File: config.mk
export PLATFORM = sky130hd
export DESIGN_NAME = mlsf_status
export DESIGN_NICKNAME = d
export VERILOG_FILES = /design/src/mlsf_pkg.sv /design/src/mlsf_window_check.sv /design/src/mlsf_status.sv
export SDC_FILE = /design/constraint.sdc
export NUM_CORES = 1
export LEC_CHECK = 0
export BUFFER_PORTS_ARGS = -buffer_cell sky130_fd_sc_hd__buf_2
export CAP_MARGIN = 20
export CORE_ASPECT_RATIO = 1.5
export CORE_MARGIN = 2
export CORE_UTILIZATION = 45
export CTS_CLUSTER_DIAMETER = 50
export CTS_CLUSTER_SIZE = 8
export DETAILED_ROUTE_END_ITERATION = 6
export PLACE_DENSITY = 0.71
export SYNTH_ARGS = -nofsm -noshare
export SYNTH_HDL_FRONTEND = slang
export SYNTH_SLANG_ARGS = --single-unit
File: constraint.sdc
create_clock -name core_clk -period 3.2 [get_ports core_clk]
set_input_delay 0.16 -clock core_clk [delete_from_list [all_inputs] [get_ports core_clk]]
set_output_delay 0.16 -clock core_clk [all_outputs]
set_load 0.01 [all_outputs]
File: src/mlsf_pkg.sv
/*
  Constants and carriers for the monitor limit status flags.
  Assumes conversion results arrive one channel at a time from the sequencer.
*/
package mlsf_pkg;

  // Register offsets on the status read port
  localparam logic [7:0] TEMP_AND_RAIL_STATUS_OFS = 8'h20;
  localparam logic [7:0] ANALOG_INPUT_STATUS_OFS  = 8'h21;
  localparam logic [7:0] FAN_TACH_STATUS_OFS      = 8'h22;
  localparam logic [7:0] STATUS_RESET_VAL         = 8'h00;
  localparam logic [7:0] UNMAPPED_READ_VAL        = 8'h00;

  // Flag positions in the 24-bit flag vector
  localparam int FLAG_WIDTH     = 24;
  localparam int FLAG_REMOTE_A  = 0;
  localparam int FLAG_REMOTE_B  = 1;
  localparam int FLAG_RAIL_BASE = 2;
  localparam int FLAG_AIN_BASE  = 8;
  localparam int FLAG_TACH_BASE = 16;
  localparam int FLAG_NONE      = 31;

  // Conversion channel codes
  localparam logic [4:0] CH_REMOTE_TEMP_A   = 5'h00;
  localparam logic [4:0] CH_REMOTE_TEMP_B   = 5'h01;
  localparam logic [4:0] CH_AUX_ANALOG_NINE = 5'h02;
  localparam logic [4:0] CH_RAIL_FIRST      = 5'h03;
  localparam logic [4:0] CH_RAIL_LAST       = 5'h08;
  localparam logic [4:0] CH_AIN_FIRST       = 5'h09;
  localparam logic [4:0] CH_AIN_LAST        = 5'h10;
  localparam logic [4:0] CH_TACH_FIRST      = 5'h11;
  localparam logic [4:0] CH_TACH_LAST       = 5'h18;

  typedef struct packed {
    logic       valid;
    logic [4:0] chan;
    logic [7:0] value;
    logic [7:0] high_limit;
    logic [7:0] low_limit;
  } mlsf_conv_t;

  typedef struct packed {
    logic       en;
    logic [7:0] addr;
  } mlsf_rd_req_t;

endpackage

File: src/mlsf_window_check.sv
/*
  Window comparator for one converted value.
  Assumes value and limits share one unsigned 8-bit scale.
*/
`timescale 1ns/100ps
module mlsf_window_check (
  // Value and its limits
  input  wire logic [7:0] value,
  input  wire logic [7:0] high_limit,
  input  wire logic [7:0] low_limit,
  // Mode and result
  input  wire logic       high_only,
  output logic            outside
);

  always_comb begin
    outside = (value > high_limit) || (!high_only && (value < low_limit));
  end

endmodule

File: src/mlsf_status.sv
/*
  Limit status flags: three read-only status registers refreshed per conversion.
  Assumes one conversion result per cycle at most, and mask words held elsewhere.
*/
`timescale 1ns/100ps
// What this block does
// Bit 0 of first register flags remote_temp_a outside its window at its last conversion.
// remote_temp_a flag is set once on entering thermal_alarm mode.
// remote_temp_a flag is set once on leaving thermal_alarm mode.
// Bit 1 checks remote_temp_b, or aux_analog_nine in voltage mode.
// remote_temp_b flag is set once on entering and once on leaving alarm, outside voltage mode.
// Bits 2 to 7 flag the six supply rails in fixed order.
// Second register bits flag analog inputs 0 to 7 outside window.
// Third register flags tachometers above high limit only.
// All three registers are read-only and zero after reset.
// A set mask bit blocks the channel's event but not its flag.
// Each flag is refreshed when its channel converts, clearing when back in limits unless an alarm transition sets bit 0 or 1 in that cycle.
module mlsf_status (
  // Clock and reset
  input  wire logic                  core_clk,
  input  wire logic                  reset,
  // Conversion results
  input  wire mlsf_pkg::mlsf_conv_t  conv_in,
  input  wire logic                  remote_b_voltage_mode,
  // Thermal alarm mode levels
  input  wire logic                  thermal_alarm_a,
  input  wire logic                  thermal_alarm_b,
  // Channel masks
  input  wire logic [23:0]           event_mask,
  // Status read port
  input  wire mlsf_pkg::mlsf_rd_req_t rd_req,
  output logic [7:0]                 rd_data,
  output logic                       rd_valid,
  // Unmasked out-of-limit events
  output logic [23:0]                limit_event
);

  logic [23:0] flags_reg;
  logic [23:0] flags_next;
  logic [23:0] event_reg;
  logic [23:0] event_next;
  logic [7:0]  rd_data_reg;
  logic [7:0]  rd_data_next;
  logic        rd_valid_reg;
  logic        rd_valid_next;
  logic        alarm_a_reg;
  logic        alarm_a_next;
  logic        alarm_b_reg;
  logic        alarm_b_next;
  logic        outside;
  logic        is_tach;
  int          flag_idx;
  logic        alarm_a_edge;
  logic        alarm_b_edge;

  function automatic int map_flag(input logic [4:0] ch, input logic vmode);
    int idx;
    idx = mlsf_pkg::FLAG_NONE;
    if (ch == mlsf_pkg::CH_REMOTE_TEMP_A) begin
      idx = mlsf_pkg::FLAG_REMOTE_A;
    end else if (ch == mlsf_pkg::CH_REMOTE_TEMP_B) begin
      idx = vmode ? mlsf_pkg::FLAG_NONE : mlsf_pkg::FLAG_REMOTE_B;
    end else if (ch == mlsf_pkg::CH_AUX_ANALOG_NINE) begin
      idx = vmode ? mlsf_pkg::FLAG_REMOTE_B : mlsf_pkg::FLAG_NONE;
    end else if (ch >= mlsf_pkg::CH_RAIL_FIRST && ch <= mlsf_pkg::CH_RAIL_LAST) begin
      idx = mlsf_pkg::FLAG_RAIL_BASE + int'(ch - mlsf_pkg::CH_RAIL_FIRST);
    end else if (ch >= mlsf_pkg::CH_AIN_FIRST && ch <= mlsf_pkg::CH_AIN_LAST) begin
      idx = mlsf_pkg::FLAG_AIN_BASE + int'(ch - mlsf_pkg::CH_AIN_FIRST);
    end else if (ch >= mlsf_pkg::CH_TACH_FIRST && ch <= mlsf_pkg::CH_TACH_LAST) begin
      idx = mlsf_pkg::FLAG_TACH_BASE + int'(ch - mlsf_pkg::CH_TACH_FIRST);
    end
    return idx;
  endfunction

  always_comb begin
    is_tach  = (conv_in.chan >= mlsf_pkg::CH_TACH_FIRST)
            && (conv_in.chan <= mlsf_pkg::CH_TACH_LAST);
    flag_idx = conv_in.valid ? map_flag(conv_in.chan, remote_b_voltage_mode)
                             : mlsf_pkg::FLAG_NONE;
  end

  mlsf_window_check u_window (
    .value      (conv_in.value),
    .high_limit (conv_in.high_limit),
    .low_limit  (conv_in.low_limit),
    .high_only  (is_tach),
    .outside    (outside)
  );

  always_comb begin
    flags_next    = flags_reg;
    event_next    = '0;
    alarm_a_next  = thermal_alarm_a;
    alarm_b_next  = thermal_alarm_b;
    alarm_a_edge  = thermal_alarm_a ^ alarm_a_reg;          // see R2
    alarm_b_edge  = (thermal_alarm_b ^ alarm_b_reg) && !remote_b_voltage_mode;
    // Conversion result refreshes its own flag
    if (flag_idx < mlsf_pkg::FLAG_WIDTH) begin
      flags_next[flag_idx] = outside;                       // see R1 see R4 see R6 see R7
      event_next[flag_idx] = outside && !event_mask[flag_idx];
    end
    // Alarm transitions win over a same-cycle clear
    if (alarm_a_edge) begin
      flags_next[mlsf_pkg::FLAG_REMOTE_A] = 1'b1;           // see R2
    end
    if (alarm_b_edge) begin
      flags_next[mlsf_pkg::FLAG_REMOTE_B] = 1'b1;
    end
    rd_valid_next = rd_req.en;
    rd_data_next  = rd_data_reg;
    if (rd_req.en) begin
      unique case (rd_req.addr)
        mlsf_pkg::TEMP_AND_RAIL_STATUS_OFS: rd_data_next = flags_reg[7:0];
        mlsf_pkg::ANALOG_INPUT_STATUS_OFS:  rd_data_next = flags_reg[15:8];
        mlsf_pkg::FAN_TACH_STATUS_OFS:      rd_data_next = flags_reg[23:16];
        default:                            rd_data_next = mlsf_pkg::UNMAPPED_READ_VAL;
      endcase
    end
  end

  always_ff @(posedge core_clk) begin
    if (reset) begin
      flags_reg    <= {3{mlsf_pkg::STATUS_RESET_VAL}};
      event_reg    <= '0;
      rd_data_reg  <= mlsf_pkg::STATUS_RESET_VAL;
      rd_valid_reg <= 1'b0;
      alarm_a_reg  <= 1'b0;
      alarm_b_reg  <= 1'b0;
    end else begin
      flags_reg    <= flags_next;
      event_reg    <= event_next;
      rd_data_reg  <= rd_data_next;
      rd_valid_reg <= rd_valid_next;
      alarm_a_reg  <= alarm_a_next;
      alarm_b_reg  <= alarm_b_next;
    end
  end

  assign rd_data     = rd_data_reg;
  assign rd_valid    = rd_valid_reg;
  assign limit_event = event_reg;

  a_reset_clears_flags: assert property (@(posedge core_clk)
    reset |=> (flags_reg == '0 && rd_data == 8'h00 && !rd_valid && limit_event == '0))
    else $error("flags not zero after reset");

  a_remote_a_window: assert property (@(posedge core_clk) disable iff (reset)
    ($past(flag_idx == 0) && !$past(alarm_a_edge)) |-> flags_reg[0] == $past(outside))
    else $error("remote_temp_a flag does not follow window");

  a_alarm_a_sets: assert property (@(posedge core_clk) disable iff (reset)
    ($rose(thermal_alarm_a) && !$past(reset)) |=> flags_reg[0])
    else $error("alarm entry did not set remote_temp_a flag");

  a_alarm_a_exit: assert property (@(posedge core_clk) disable iff (reset)
    ($fell(thermal_alarm_a) && !$past(reset)) |=> flags_reg[0])
    else $error("alarm exit did not set remote_temp_a flag");

  a_bit1_source: assert property (@(posedge core_clk) disable iff (reset)
    (conv_in.valid && conv_in.chan == 5'h02 && remote_b_voltage_mode && !alarm_b_edge)
    |=> flags_reg[1] == $past(outside))
    else $error("bit 1 does not follow aux_analog_nine in voltage mode");

  a_alarm_b_sets: assert property (@(posedge core_clk) disable iff (reset)
    ($changed(thermal_alarm_b) && !$past(reset) && !remote_b_voltage_mode) |=> flags_reg[1])
    else $error("alarm transition did not set remote_temp_b flag");

  a_rail_order: assert property (@(posedge core_clk) disable iff (reset)
    (conv_in.valid && conv_in.chan == 5'h08) |=> flags_reg[7] == $past(outside))
    else $error("last rail flag misplaced");

  a_analog_flag: assert property (@(posedge core_clk) disable iff (reset)
    (conv_in.valid && conv_in.chan == 5'h09) |=> flags_reg[8] == $past(outside))
    else $error("analog_in_0 flag misplaced");

  a_tach_high_only: assert property (@(posedge core_clk) disable iff (reset)
    (conv_in.valid && conv_in.chan == 5'h11 && conv_in.value <= conv_in.high_limit)
    |=> !flags_reg[16])
    else $error("tach flag set below high limit");

  a_mask_blocks: assert property (@(posedge core_clk) disable iff (reset)
    (flag_idx < 24 && event_mask[flag_idx]) |=> limit_event == '0)
    else $error("masked channel produced event");

  a_flag_clears: assert property (@(posedge core_clk) disable iff (reset)
    (conv_in.valid && conv_in.chan == 5'h0A && !outside) |=> !flags_reg[9])
    else $error("flag did not clear on in-limit conversion");

  a_read_second: assert property (@(posedge core_clk) disable iff (reset)
    (rd_req.en && rd_req.addr == 8'h21) |=> (rd_valid && rd_data == $past(flags_reg[15:8])))
    else $error("second register read wrong");

  a_mask_keeps_flag: assert property (@(posedge core_clk) disable iff (reset)
    (conv_in.valid && conv_in.chan == 5'h03 && event_mask[2] && outside) |=> flags_reg[2])
    else $error("masked channel lost its flag");

  a_event_idle: assert property (@(posedge core_clk) disable iff (reset)
    !conv_in.valid |=> limit_event == '0)
    else $error("event without a conversion");

  a_tach_over: assert property (@(posedge core_clk) disable iff (reset)
    (conv_in.valid && conv_in.chan == 5'h18 && conv_in.value > conv_in.high_limit)
    |=> flags_reg[23])
    else $error("last tach flag not set above high limit");

  a_unmapped_read: assert property (@(posedge core_clk) disable iff (reset)
    (rd_req.en && rd_req.addr == 8'h23) |=> (rd_valid && rd_data == 8'h00))
    else $error("unmapped read not zero");

  a_read_pulse: assert property (@(posedge core_clk) disable iff (reset)
    !$past(reset) |-> rd_valid == $past(rd_req.en))
    else $error("read valid not one cycle after request");

  c_out_of_limit: cover property (@(posedge core_clk) disable iff (reset)
    conv_in.valid && outside);
  c_alarm_entry: cover property (@(posedge core_clk) disable iff (reset)
    $rose(thermal_alarm_a));
  c_voltage_mode_hit: cover property (@(posedge core_clk) disable iff (reset)
    conv_in.valid && conv_in.chan == 5'h02 && remote_b_voltage_mode && outside);
  c_event_out: cover property (@(posedge core_clk) disable iff (reset)
    limit_event != '0);
  c_tach_read: cover property (@(posedge core_clk) disable iff (reset)
    rd_req.en && rd_req.addr == 8'h22);

endmodule

Word level (Yosys, flattened, before mapping)
Index checks and enable logic that the tools add are counted.
W data, S select, Z words.
{ "word_totals": {"inputBits": 68, "regBits": 59, "output_inout_bits": 33, "word_cells": 68} }
{ "op_classes": {"addsub": 6, "mux": 19, "n_lt_le_gt_ge": 11, "bitwise": 4, "n_reduce_logical": 15, "n_eq_ne": 5} }
{ "ops": {"columns": ["op", "n"], "rows": [
  ["$mux W32", 7],
  ["$ge A32 B1 Y1 const B", 1],
  ["$lt A32 B6 Y1 const B", 1],
  ["$lt A32 B7 Y1 const B", 1],
  ["$and A24 B24 Y24", 1],
  ["$bwmux W24", 1],
  ["$eq A8 B6 Y1 const B", 3],
  ["$pmux W8 S3", 1],
  ["$le A5 B5 Y1 const B", 2],
  ["$mux W5", 2],
  ["$gt A8 B8 Y1", 1],
  ["$lt A8 B8 Y1", 1],
  ["$add A3 B6 Y7 const A", 1],
  ["$add A5 B6 Y7 const A", 1],
  ["$add A6 B6 Y7 const A", 1],
  ["$logic_and A1 B1 Y1", 7],
  ["$sub A5 B2 Y6 const B", 1],
  ["$sub A5 B4 Y6 const B", 1],
  ["$sub A5 B5 Y6 const B", 1],
  ["$bmux W1 S5", 1],
  ["$demux W1 S5", 1],
  ["$eq A5 B1 Y1 const B", 1],
  ["$eq A5 B2 Y1 const B", 1],
  ["$ge A5 B2 Y1 const B", 1],
  ["12 further kinds", 20]
]} }

Logic depth before layout (Yosys ltp)
{ "depth": {"ltp_word": 16, "depth_mapped": 17, "depth_no_buf": 14} }

Modules after synthesis
A second synthesis with hierarchy kept.
{ "unflattened": {"cells_unflattened": 448, "area_unflattened_um2": 3920.0} }
{ "modules_own_cells": {"columns": ["module", "area_each_um2", "seq_area_each_um2", "cells_per_inst", "instances"], "rows": [
  ["mlsf_status", 3514.6, 1181.1, 396, 1],
  ["mlsf_window_check", 405.4, 0.0, 52, 1]
]} }

Worst setup path after synthesis
Ideal clock, no wire load.
{ "synth_timing": {"path_type": "input -> register", "start": "input port conv_in[25] (netlist bit)", "end": "register flags_reg[8]", "n_path_buf": 3, "setup_time_ns": 0.128, "t_arrival_ns": 3.090, "slack_ns": -0.017, "required_time_ns": 3.072, "path_stages": 17, "path_cell_list": "clkbuf_1 inv_1 ha_1 nor2b_1 buf_2 nor2_1 xnor2_1 ha_1 inv_1 o211ai_1 o211a_1 a211o_1 or3_1 buf_2 or2_1 mux2i_1 nor2_1"} }
{ "synth_via": {"elab_chain_len": 14, "elab_cells_between_ends": 35, "classes_between": "add/sub (6); order compare (9); eq/ne (2); mux (10); reduce/logical (8)"} }
{ "synth_lines": {"columns": ["element", "line_no", "text"], "rows": [
  ["from (decl)", "mlsf_status.sv:23", "input wire mlsf_pkg::mlsf_conv_t conv_in,"],
  ["$sub A5 B5 Y6 (tied with other cells)", "mlsf_status.sv:70", "idx = mlsf_pkg::FLAG_TACH_BASE + int'(ch - mlsf_pkg::CH_TACH_FIRST);"],
  ["$add A6 B6 Y7 / $logic_and A1 B1 Y1 (equally long branches)", "mlsf_status.sv:70, mlsf_status.sv:69, mlsf_status.sv:77", null],
  ["$mux W32", "mlsf_status.sv:69", "end else if (ch >= mlsf_pkg::CH_TACH_FIRST && ch <= mlsf_pkg::CH_TACH_LAST) begin"],
  ["$mux W32", "mlsf_status.sv:67", "end else if (ch >= mlsf_pkg::CH_AIN_FIRST && ch <= mlsf_pkg::CH_AIN_LAST) begin"],
  ["$mux W32", "mlsf_status.sv:65", "end else if (ch >= mlsf_pkg::CH_RAIL_FIRST && ch <= mlsf_pkg::CH_RAIL_LAST) begin"],
  ["$mux W32", "mlsf_status.sv:63", "end else if (ch == mlsf_pkg::CH_AUX_ANALOG_NINE) begin"],
  ["$mux W32", "mlsf_status.sv:61", "end else if (ch == mlsf_pkg::CH_REMOTE_TEMP_B) begin"],
  ["$mux W32", "mlsf_status.sv:59", "if (ch == mlsf_pkg::CH_REMOTE_TEMP_A) begin"],
  ["$mux W32", "mlsf_status.sv:78", "flag_idx = conv_in.valid ? map_flag(conv_in.chan, remote_b_voltage_mode)"],
  ["$ge A32 B1 Y1 (not written as such) / $lt A32 B7 Y1 (equally long branches)", "mlsf_status.sv:99", "flags_next[flag_idx] = outside;"],
  ["$logic_and A1 B1 Y1 (not written as such)", "mlsf_status.sv:99", null],
  ["$mux W1 (not written as such)", "mlsf_status.sv:99", null],
  ["$demux W1 S5", "mlsf_status.sv:99", null],
  ["$bwmux W24", "mlsf_status.sv:99", null],
  ["to (signal assigned)", "mlsf_status.sv:123", "flags_reg <= {3{mlsf_pkg::STATUS_RESET_VAL}};"],
  ["to (signal assigned)", "mlsf_status.sv:130", "flags_reg <= flags_next;"],
  ["to (decl)", "mlsf_status.sv:38", "logic [23:0] flags_reg;"]
]} }
Several ways; a longest one is shown, not always the timed one.
A chain may end at the register's enable or synchronous reset.

Worst setup path after layout
{ "layout_timing": {"start": "input port conv_in[24] (netlist bit)", "end": "register event_reg[9] (netlist: limit_event[9])"} }
{ "layout_via": {"elab_chain_len": 15, "elab_cells_between_ends": 42, "classes_between": "add/sub (6); order compare (9); eq/ne (2); mux (12); bitwise (2); reduce/logical (11)"} }
{ "layout_lines": {"columns": ["element", "line_no", "text"], "rows": [
  ["parallel branches: the longest is 15 deep, another holds $ge A32 B1 Y1", null, null],
  ["to (signal assigned)", "mlsf_status.sv:131", "event_reg <= event_next;"],
  ["to (decl)", "mlsf_status.sv:40", "logic [23:0] event_reg;"]
]} }
Several ways; the timed one is not identified. The select of a mux whose other input is x is not followed.

==> out/results.txt <==
outcome = complete, no violations
count of cell types in the netlist = 73
fin util = 0.5750
CP required = 3400 ps
DR iter-0 viols = 142
register area share after synthesis = 0.3049
Clk pin slew, worst setup/hold paths = 60 ps
Vias per Instance = 5.553
Startpoint Class = primary input
Gate Count Post-Synth = 477
CTS tree = yes
Avg WL per Cell = 15.59 microns
crit-path leading delay family = simple AND/OR/NAND/NOR gates
Final ANT Viol Nets = 0
pwr dens = 426.9 nW/um^2
clk_lat worst skew = 330 ps
Bufs and invs on worst path = 2
R2R Setup Slk = 2280 ps
ys async rst share = 0
die height = 117.6 microns
Period Utilization, post-route = 0.8789
I/O pin count = 101
fmax = 355.5 MHz
worst flop-to-flop path endpoint = flags_reg[1]
Final setup viols = 0
Initial Utilization = 0.4604
final net count = 674
core area = 8413 sq um
synth warn = 0
most frequent cells in the layout = 100 x buf_2, 60 x nor2_1, 59 x dfxtp_1, 27 x inv_1, 25 x buf_4
first-pass iteration count of the detailed router = 4
Post-CTS Setup Inserts = 0
Hold Crit Start = thermal_alarm_a
CP Max Fanout = 13
worst clock skew = 4.436 ps
Met2 Routed Length = 5474 microns
commonest non-fill, non-tap cell in the layout = buf_2
vias in the first global route = 3,762
Clock Tree Root = clkbuf_16
Hold EP = alarm_a_reg
Post-synth EDFFs = 0
die area = 9382 sq um
max-slew violations = 0
share of post-route cells with drive strength above 1 = 0.2886
Largest stage delay, worst path = 480 ps
crit path capture type = register
CTS sink cnt = 59
reg2reg path depth = 4
Lkg Pwr = 0.002159 uW
Post-Syn Area = 3874 sq um
max layer used = met4
wl on met1 = 4313 microns
Peak VDD IR = 413.0 uV
final hold violations = 0
# H-tree levels = 3
Maximum Capacitance Violations = 0
cts bufs inserted = 9
Via Count = 3,865
Post-Route WL = 10,850 microns
fill count = 768
row count = 41
kind of critical path = in2reg
CTS Buffer Depth = 2
RSZ-0062 raised after global routing = false
crit-path cells = buf_2, buf_4, ha_1, or4_4, o211ai_2, a21oi_2, nor2_2, mux2_2, a211oi_1, o22ai_2, nor4_1
Detailed Place HPWL = 8354 microns
Remaining DRCs = 0
Critical Path AT = 3020 ps
worst reg2reg startpoint = alarm_b_reg
Final min period = 2813 ps
placed cell count = 680
Synth Register Bits = 59
antenna violations before repair = 0
Hold Crit Depth = 2
actual slew at the worst max-slew pin = 655.3 ps
GRT Util Overall = 0.2332
GP Congestion = 0.9244
HP Class = in2reg
pin count of the biggest net entering global routing = 37
setup tns final = 0 ps
Routed met3 length = 675 microns
PortBufs = 100
Die Wd = 79.76 microns
crit path max-delay cell type = or4_4
ys flop type = dfxtp_1
Post-Syn Nets = 567
Mean Syn Cell Area = 8.121 sq um
first-pass GRT wire length = 17,510 microns
Area Growth Syn to Fin = 24.87%
fin cells = 696
antenna cells = 0
relative slew slack = 0.5632
hold_buf cts = 0
total gr overflow = 0
Post-CTS Resized = 0
[layer usage]
metal	global-route usage	vias to the layer above
met3	0.04601	32
met5	0	-
met1	0.2587	1776
met4	0.1059	0
li1	-	1910
met2	0.4175	147
[per-stage QoR]
stage / worst slack (ps) / cell area [sq um] / hold WS [ps] / power [uW]
floorplan: 73.05 / 3875 / 288.2 / 1056
global placement: 90.63 / 4559 / 402.7 / 1194
detailed placement: 70.13 / 4559 / 406.7 / 1200
CTS: 390.7 / 4837 / 74.09 / 2074
global route: 195.9 / 4837 / 93.64 / 2151
finish: 387.4 / 4837 / 78.18 / 2065
[cell type report]
class                   instances  area (sq um)  share of cell area
clock buffers                   9         225.2             0.04656
repair buffers                126         708.2              0.1464
multi-input cells             361          2435              0.5034
flip-flops and latches         59          1181              0.2442
inverters                      27         101.3             0.02095
clock inverters                 7         52.55             0.01086
well taps                     107         133.9             0.02768
[worst max path at each step]
stage / cells past startpoint / start / end / slack [ps]
floorplan: 17 / conv_in[24] / flags_reg[8] / 70
global placement: 11 / conv_in[24] / limit_event[10] / 90
detailed placement: 11 / conv_in[24] / limit_event[9] / 70
CTS: 11 / conv_in[24] / limit_event[9] / 390
global route: 13 / conv_in[24] / limit_event[10] / 200
finish: 11 / conv_in[24] / limit_event[9] / 390
[cell usage after synthesis, types with 3 or more instances]
cell type | n | share of area
nor4_2 | 3 | 0.0097
or2_1 | 6 | 0.0097
nand4_1 | 3 | 0.0048
nor3b_1 | 3 | 0.0058
o211ai_1 | 5 | 0.0097
clkbuf_1 | 13 | 0.013
ha_1 | 22 | 0.071
nand3b_1 | 3 | 0.0058
nor3_1 | 23 | 0.030
a21oi_1 | 23 | 0.030
o21ai_0 | 22 | 0.028
dfxtp_1 | 59 | 0.30
or3_1 | 4 | 0.0065
nor4_1 | 9 | 0.015
buf_6 | 4 | 0.012
o221ai_1 | 4 | 0.0090
buf_2 | 11 | 0.014
xnor2_1 | 6 | 0.014
a21boi_0 | 3 | 0.0058
o21a_1 | 4 | 0.0078
a211oi_1 | 3 | 0.0058
nor4b_1 | 3 | 0.0068
nand2b_1 | 9 | 0.015
inv_1 | 27 | 0.026
nor2_1 | 60 | 0.058
a21oi_2 | 3 | 0.0068
nand2_1 | 24 | 0.023
nand3_1 | 14 | 0.018
nor2b_1 | 17 | 0.027
mux2i_1 | 24 | 0.062
a21o_1 | 6 | 0.012
and3_1 | 6 | 0.0097
o22ai_1 | 3 | 0.0048
[cells by family after synthesis]
| logic type | Yosys count | synth area share |
|---|---|---|
| AO/OA/AOI/OAI | 101 | 0.1851 |
| XOR/XNOR | 7 | 0.01583 |
| adder cells (fa/ha/maj) | 22 | 0.07106 |
| buffers and inverters | 57 | 0.06654 |
| flip-flops | 59 | 0.3049 |
| multiplexers | 26 | 0.06783 |
| AND/OR/NAND/NOR | 205 | 0.2888 |
[power breakdown]
group | leakage [uW] | internal (uW) | switching (uW)
combinational | 0.00156 | 183 | 260
sequential | 0.000477 | 744 | 4.20
clock | 0.000124 | 525 | 349
total | 0.00216 | 1450 | 613
Note: power is estimated with default switching activity, not from simulation.
